File: src/include/fault_pkg.sv
// constants and state type for the fault latch status monitor
package fault_pkg;
	// number of nonvolatile trim bits covered by parity
	localparam int TRIM_BITS = 16;
	// sync stages for pin inputs
	localparam int SYNC_STAGES = 2;
	// reset values
	localparam logic LATCH_RESET = 1'b0;
	localparam logic SAMPLE_RESET = 1'b0;
	localparam logic SEEN_EDGE_RESET = 1'b0;

	typedef enum logic [0:0] {
		ST_UNARMED,
		ST_ARMED
	} valid_state_t;
endpackage : fault_pkg

File: src/include/fault_if.sv
// fault condition bundle from the synchroniser to the latch logic
`timescale 1ns/1ns
`default_nettype none
interface fault_if;
	logic low_supply;
	logic clock_slow;
	logic parity_odd;
	logic self_test;
	modport src (
		output low_supply,
		output clock_slow,
		output parity_odd,
		output self_test
	);
	modport dst (
		input low_supply,
		input clock_slow,
		input parity_odd,
		input self_test
	);
endinterface : fault_if
`default_nettype wire

File: src/core/fault_sync.sv
// two-stage synchroniser for monitor flags, trim parity and the self-test pin
`timescale 1ns/1ns
`default_nettype none
module fault_sync (
	input wire logic core_clk,
	input wire logic srst,
	input wire logic low_supply_detect,
	input wire logic clock_monitor_fail,
	input wire logic [fault_pkg::TRIM_BITS-1:0] trim_bits,
	input wire logic self_test_input,
	fault_if.src flags
);
	typedef struct packed {
		logic [3:0] meta;
		logic [3:0] sync;
	} sync_state_t;

	sync_state_t s_q;
	sync_state_t s_d;
	logic parity_raw;

	assign parity_raw = ^trim_bits;

	always_comb begin
		s_d = s_q;
		s_d.meta = {self_test_input, parity_raw, clock_monitor_fail, low_supply_detect};
		s_d.sync = s_q.meta;
	end

	always_ff @(posedge core_clk) begin
		if (srst) begin
			s_q <= '0;
		end else begin
			s_q <= s_d;
		end
	end

	assign flags.low_supply = s_q.sync[0];
	assign flags.clock_slow = s_q.sync[1];
	assign flags.parity_odd = s_q.sync[2];
	assign flags.self_test = s_q.sync[3];
endmodule : fault_sync
`default_nettype wire

File: src/core/fault_latch_status_monitor.sv
// fault latch and status output driven by supply, clock and trim parity monitors
//
// How it works
// - Status output equals fault latch OR current self-test level.
// - Low supply detect sets the fault latch.
// - Oscillator below minimum frequency sets the fault latch.
// - Odd parity over trim bits sets the fault latch.
// - Self-test rising edge clears latch only when no fault is active.
// - Self-test excitation held active while the self-test input is high.
// - Status invalid after power-up until first self-test rising edge.
//
// latency: a pin change shows on the outputs at the third clock edge,
// two edges of synchroniser and one of state.
// limitation: a fault or self-test pulse shorter than one clock may be missed.
// all outputs leave flip-flops, so the host never sees a glitch on status.
`timescale 1ns/1ns
`default_nettype none
module fault_latch_status_monitor (
	input wire logic core_clk,
	input wire logic srst,
	input wire logic self_test_input,
	input wire logic low_supply_detect,
	input wire logic clock_monitor_fail,
	input wire logic [fault_pkg::TRIM_BITS-1:0] trim_bits,
	output logic status,
	output logic status_valid,
	output logic self_test_drive
);
	// =====================================================
	// synchronised inputs
	fault_if flags ();

	fault_sync u_sync (
		.core_clk(core_clk),
		.srst(srst),
		.low_supply_detect(low_supply_detect),
		.clock_monitor_fail(clock_monitor_fail),
		.trim_bits(trim_bits),
		.self_test_input(self_test_input),
		.flags(flags.src)
	);

	// =====================================================
	// local copies of the synchronised flags
	logic low_supply_s;
	logic clock_slow_s;
	logic parity_odd_s;
	logic self_test_s;

	assign low_supply_s = flags.low_supply;
	assign clock_slow_s = flags.clock_slow;
	assign parity_odd_s = flags.parity_odd;
	assign self_test_s = flags.self_test;

	// =====================================================
	// helper functions
	// any monitor reporting a fault
	function automatic logic fault_any(
		input logic low_supply,
		input logic clock_slow,
		input logic parity_odd
	);
		// a fault is a level, so it keeps the latch set while it lasts
		fault_any = low_supply | clock_slow | parity_odd;
	endfunction : fault_any

	function automatic logic rise_of(
		input logic now_level,
		input logic last_level
	);
		// previous sample resets low, the idle level of the pin
		rise_of = now_level & ~last_level;
	endfunction : rise_of

	function automatic logic latch_next(
		input logic latch_now,
		input logic fault,
		input logic rise
	);
		logic nxt;
		nxt = latch_now;
		// set wins, so a clear never hides a fault seen in the same cycle
		if (fault) begin
			nxt = 1'b1;
		end else if (rise) begin
			nxt = 1'b0;
		end
		latch_next = nxt;
	endfunction : latch_next

	// arming by the first rising edge
	function automatic fault_pkg::valid_state_t valid_next(
		input fault_pkg::valid_state_t valid_now,
		input logic rise
	);
		fault_pkg::valid_state_t nxt;
		nxt = valid_now;
		case (valid_now)
			fault_pkg::ST_UNARMED: begin
				if (rise) begin
					nxt = fault_pkg::ST_ARMED;
				end
			end
			default: begin
				nxt = fault_pkg::ST_ARMED;
			end
		endcase
		valid_next = nxt;
	endfunction : valid_next

	function automatic logic status_of(
		input logic latch_level,
		input logic test_level
	);
		status_of = latch_level | test_level;
	endfunction : status_of

	function automatic logic drive_of(
		input logic test_level
	);
		drive_of = test_level;
	endfunction : drive_of

	function automatic logic armed_of(
		input fault_pkg::valid_state_t valid_now
	);
		armed_of = (valid_now == fault_pkg::ST_ARMED);
	endfunction : armed_of

	// =====================================================
	// state
	typedef struct packed {
		// fault latch itself
		logic latch;
		// last synchronised self-test sample
		logic st_prev;
		// unarmed until the first self-test rise
		fault_pkg::valid_state_t valid;
		// registered status pin value
		logic status;
		// registered excitation enable
		logic drive;
	} mon_state_t;

	mon_state_t s_q;
	mon_state_t s_d;
	logic fault_now;
	logic st_rise;

	always_comb begin
		s_d = s_q;

		fault_now = fault_any(
			low_supply_s,
			clock_slow_s,
			parity_odd_s
		);

		st_rise = rise_of(
			self_test_s,
			s_q.st_prev
		);
		s_d.st_prev = self_test_s;

		// set wins, clear only without fault
		s_d.latch = latch_next(
			s_q.latch,
			fault_now,
			st_rise
		);

		s_d.valid = valid_next(
			s_q.valid,
			st_rise
		);

		// new latch value used, so status rises with the latch
		s_d.status = status_of(
			s_d.latch,
			self_test_s
		);

		s_d.drive = drive_of(
			self_test_s
		);
	end

	always_ff @(posedge core_clk) begin
		if (srst) begin
			s_q.latch <= fault_pkg::LATCH_RESET;
			s_q.st_prev <= fault_pkg::SAMPLE_RESET;
			s_q.valid <= fault_pkg::ST_UNARMED;
			s_q.status <= fault_pkg::LATCH_RESET;
			s_q.drive <= 1'b0;
		end else begin
			s_q <= s_d;
		end
	end

	// =====================================================
	// outputs, all registered
	// fault latch or self-test
	assign status = s_q.status;

	// host must ignore status while this is low
	assign status_valid = armed_of(s_q.valid);

	assign self_test_drive = s_q.drive;
endmodule : fault_latch_status_monitor
`default_nettype wire

File: config.mk
export PLATFORM = sky130hd
export DESIGN_NAME = fault_latch_status_monitor
export DESIGN_NICKNAME = d
export VERILOG_FILES = /design/src/include/fault_pkg.sv /design/src/include/fault_if.sv /design/src/core/fault_sync.sv /design/src/core/fault_latch_status_monitor.sv
export SDC_FILE = /design/constraint.sdc
export NUM_CORES = 1
export LEC_CHECK = 0
export ABC_CLOCK_PERIOD_IN_PS = 1460
export CAP_MARGIN = 5
export CORE_AREA = 2 2 39 41
export DETAILED_ROUTE_END_ITERATION = 10
export DIE_AREA = 0 0 41 43
export DONT_BUFFER_PORTS = 1
export GPL_TIMING_DRIVEN = 0
export PLACE_DENSITY = 0.5
export RECOVER_POWER = 50
export SETUP_SLACK_MARGIN = 0.1
export SLEW_MARGIN = 30
export SYNTH_ARGS = -nofsm -noshare
export SYNTH_HDL_FRONTEND = slang
export SYNTH_SLANG_ARGS = --single-unit
File: constraint.sdc
create_clock -name core_clk -period 1.46 [get_ports core_clk]
set_clock_uncertainty 0.1 [all_clocks]
set_input_delay 0 -clock core_clk [delete_from_list [all_inputs] [get_ports core_clk]]
set_output_delay 0 -clock core_clk [all_outputs]
set_load 0.05 [all_outputs]
==> results.txt <==
The run finished with clean final reports. Global routing used 11.03% of the available tracks. The number of setup violations in the final report came out at 0. The post-synthesis share of cell area spent on and, or, nand and nor gates came out at 13.24%. The number of max-slew violations in the final report came out at 0. The worst slew margin relative to its limit came out at 66.79%. The post-detailed-placement half-perimeter wirelength is 572.8 µm.

The via total after detailed routing is 308. The via count of the first global-routing pass is 322. The number of sinks driven by the clock tree came out at 12. The synthesized-area fraction occupied by adder cells came out at 0%. The placer congestion estimate came out at 0.6020. STA classifies the critical path startpoint as a flop. The data arrival time of the critical path came out at 1280 ps. The first TritonRoute pass finished after 4 iterations. The initialized floorplan defines 14 standard-cell rows.

The total DRC errors in the routed layout is 0. The clock passes through at most 2 buffers. The residual overflow from global routing came out at 0.

The worst path in the final design needs a cycle of 1236 ps, including I/O delays and setup. The first global-routing pass estimated 1193 µm of wire. The post-synthesis net count came out at 65. The clock tree root buffer cell is sky130_fd_sc_hd__clkbuf_4. The number of synthesized register bits came out at 12. The final worst-path cycle share is 84.67%. The maximum vdd drop came out at 0.0004714 V. For the pin with the worst max-slew slack, the measured transition is 497.4 ps.

The initial antenna violation count is 0. The level count of the clock H-tree came out at 1. The largest fanout on the critical path came out at 2.

Port buffering added 0 buffers. The total count of hold-check failures in the final report is 0. The Yosys warning count came out at 0. The critical path is of the reg -> reg type. The clock-pin slew on the worst setup and hold paths is 70 ps. The synthesized netlist occupies a cell area of 462.9 µm². The startpoint identified for the worst hold timing path is trim_bits[0].

Of the total synthesized cell area, the portion taken by XOR and XNOR cells is 28.38%. By area, the combinational part of the netlist is dominated by XOR/XNOR gates. The overall die area came out at 0.001763 mm².

The average routed wire per standard cell came out at 11.41 µm. The worst-case register-to-register setup slack is 220 ps. The share of the synthesized area in compound gates (AO/OA/AOI/OAI) is 4.054%. TritonCTS built the clock tree. Pin placement for this block handled 24 I/O pins. The latest clock arrival within the worst-skew pair came out at 270 ps. The number of CTS-inserted buffers is 3. The overall die width came out at 41 µm. The multiplexer area fraction after synthesis is 0%. In this run, the number of DRC markers left after iteration 0 of detailed routing was 1. After synthesis, flip-flops and latches occupy 51.89% of the total area. The layout net count came out at 74. The chip height is 43 µm.

The min-delay analysis places its worst path in the category in -> reg. The post-detailed-route count of antenna-violating nets came out at 0. Compared with the post-synthesis result, the final layout area differs by 27.30%.

The synthesized area per cell is 10.52 µm². The data required time at the worst endpoint is 1500 ps. The number of cells produced by synthesis came out at 44. The number of max-capacitance violations reported came out at 0.

The maximum operating frequency came out at 0.8089 GHz. Setup repair after global routing left no endpoint under its margin. The most critical setup path has its startpoint at self_test_drive$_SDFF_PP0_. The post-synthesis cell type count came out at 10. The ratio of cells with drive above 1 in the final layout is 13.46%.

The leading area contributor after synthesis is sky130_fd_sc_hd__dfxtp_1. In this run the cell area measured after placement is 485.5 µm². Entering global routing, the biggest net connects 11 pins. The end of the worst register-to-register path is status$_SDFF_PP0_.

The initial standard-cell utilization of the core is 33.45%. The total length of routed wires is 776 µm. The kind of capture point of the worst setup path is a flop.

After layout, the design draws a total of 0.8173 mW. The via-per-instance ratio came out at 4.529. The startpoint identified for the worst register-to-register timing path is self_test_drive$_SDFF_PP0_. 0 antenna diodes ended up in the layout. The cell depth of the worst flop-to-flop path is 3. The worst hold path depth came out at 5. The final design instance area without fill came out at 589.3 µm². After floorplanning, the core was sized to cover 0.001384 mm². The portion of synthesized cell area occupied by the leading cell type is 51.89%. The sink of the worst hold path is u_sync.s_d[2]$_SDFF_PP0_. The core utilization of the finished layout came out at 42.59%.

The power density over the cells is 1387 mW/mm². Ranked by total cell area, the synthesized netlist is headed by sky130_fd_sc_hd__dfxtp_1 (52%), sky130_fd_sc_hd__xnor2_1 (25%), sky130_fd_sc_hd__nor2b_1 (9.5%), sky130_fd_sc_hd__xor2_1 (3.8%), sky130_fd_sc_hd__nor2_1 (2.4%). The leakage component of the power came out at 0.2109 nW.
## registers in the layout (all words and copies together), names as in the netlist
register / flops
status: 1
self_test_drive: 1
status_valid: 1
u_sync.flags.low_supply: 1
s_q: 1
u_sync.flags.self_test: 1
u_sync.flags.clock_slow: 1
u_sync.flags.parity_odd: 1
u_sync.s_d: 4
## Yosys cell counts, drive strengths merged
library cell,instances
a2111oi,1
a21oi,2
clkbuf,1
dfxtp,12
inv,2
nand2b,1
nor2,3
nor2b,7
xnor2,13
xor2,2
## report_power, final
group	switching [mW]	leakage (nW)	internal, mW
logic	0.0582	0.0900	0.0922
registers	0.0433	0.100	0.365
clock network	0.107	0.0210	0.151
total	0.209	0.211	0.608
## through the flow
stage	setup slack (ps)	hold slack [ps]	instances	TNS, ps
5_1_grt	158.5	208.3	68	0
2_1_floorplan	109.2	-28.39	44	0
4_1_cts	121.8	137.4	68	0
3_5_place_dp	-11.41	-24.97	60	-11.41
3_3_place_gp	53.19	-27.55	60	0
6_report	223.8	156.7	68	0
## cell type report
type	instances	area (µm²)
flip-flops and latches	12	244.0
fillers	148	794.5
plain buffers	1	3.754
multi-input cells	29	237.7
well taps	16	20.02
inverters	2	7.507
clock buffers	4	36.28
repair buffers	4	40.04
## cell families after synthesis
logic type      Yosys count
compound gates            3
simple gates             11
xor+xnor                 15
buf+inv                   3
flops                    12
## how the worst max path moves through the flow
stage                              to  slack (ps)
floorplan           status$_SDFF_PP0_         110
global placement    status$_SDFF_PP0_          50
detailed placement  status$_SDFF_PP0_         -10
CTS                 status$_SDFF_PP0_         120
global route        status$_SDFF_PP0_         160
finish              status$_SDFF_PP0_         220
## placed cells by master (no fill, tap or decap), drive strengths merged
master       instances
nor2                 3
xor2                 2
dlygate4sd3          4
inv                  2
xnor2               13
a2111oi              1
nor2b                7
a21oi                2
dfxtp               12
nand2b               1
clkbuf               5
## worst max-delay path, cell delays in order (launching register included)
cell and delay, ps:
sky130_fd_sc_hd__dfxtp_4 410, sky130_fd_sc_hd__nand2b_4 170, sky130_fd_sc_hd__a2111oi_4 320, sky130_fd_sc_hd__a21oi_1 110
## layer usage
layer / vias to the layer above / part of all wire (%) / track usage (%)
met3: 0 / 8.6 / 4.712
li1: 149 / - / -
met4: 0 / 0 / 8.000
met1: 144 / 32 / 8.581
met5: - / 0 / 0
met2: 15 / 59 / 19.38
## repair_timing
action	4_1_cts	5_1_grt
hold buffers	4	0
gates resized for setup	3	1
pin swaps	0	1
buffers inserted	0	0
hold endpoints to repair	6	0
setup endpoints to repair	2	2
Power figures use the tool's default switching activity.
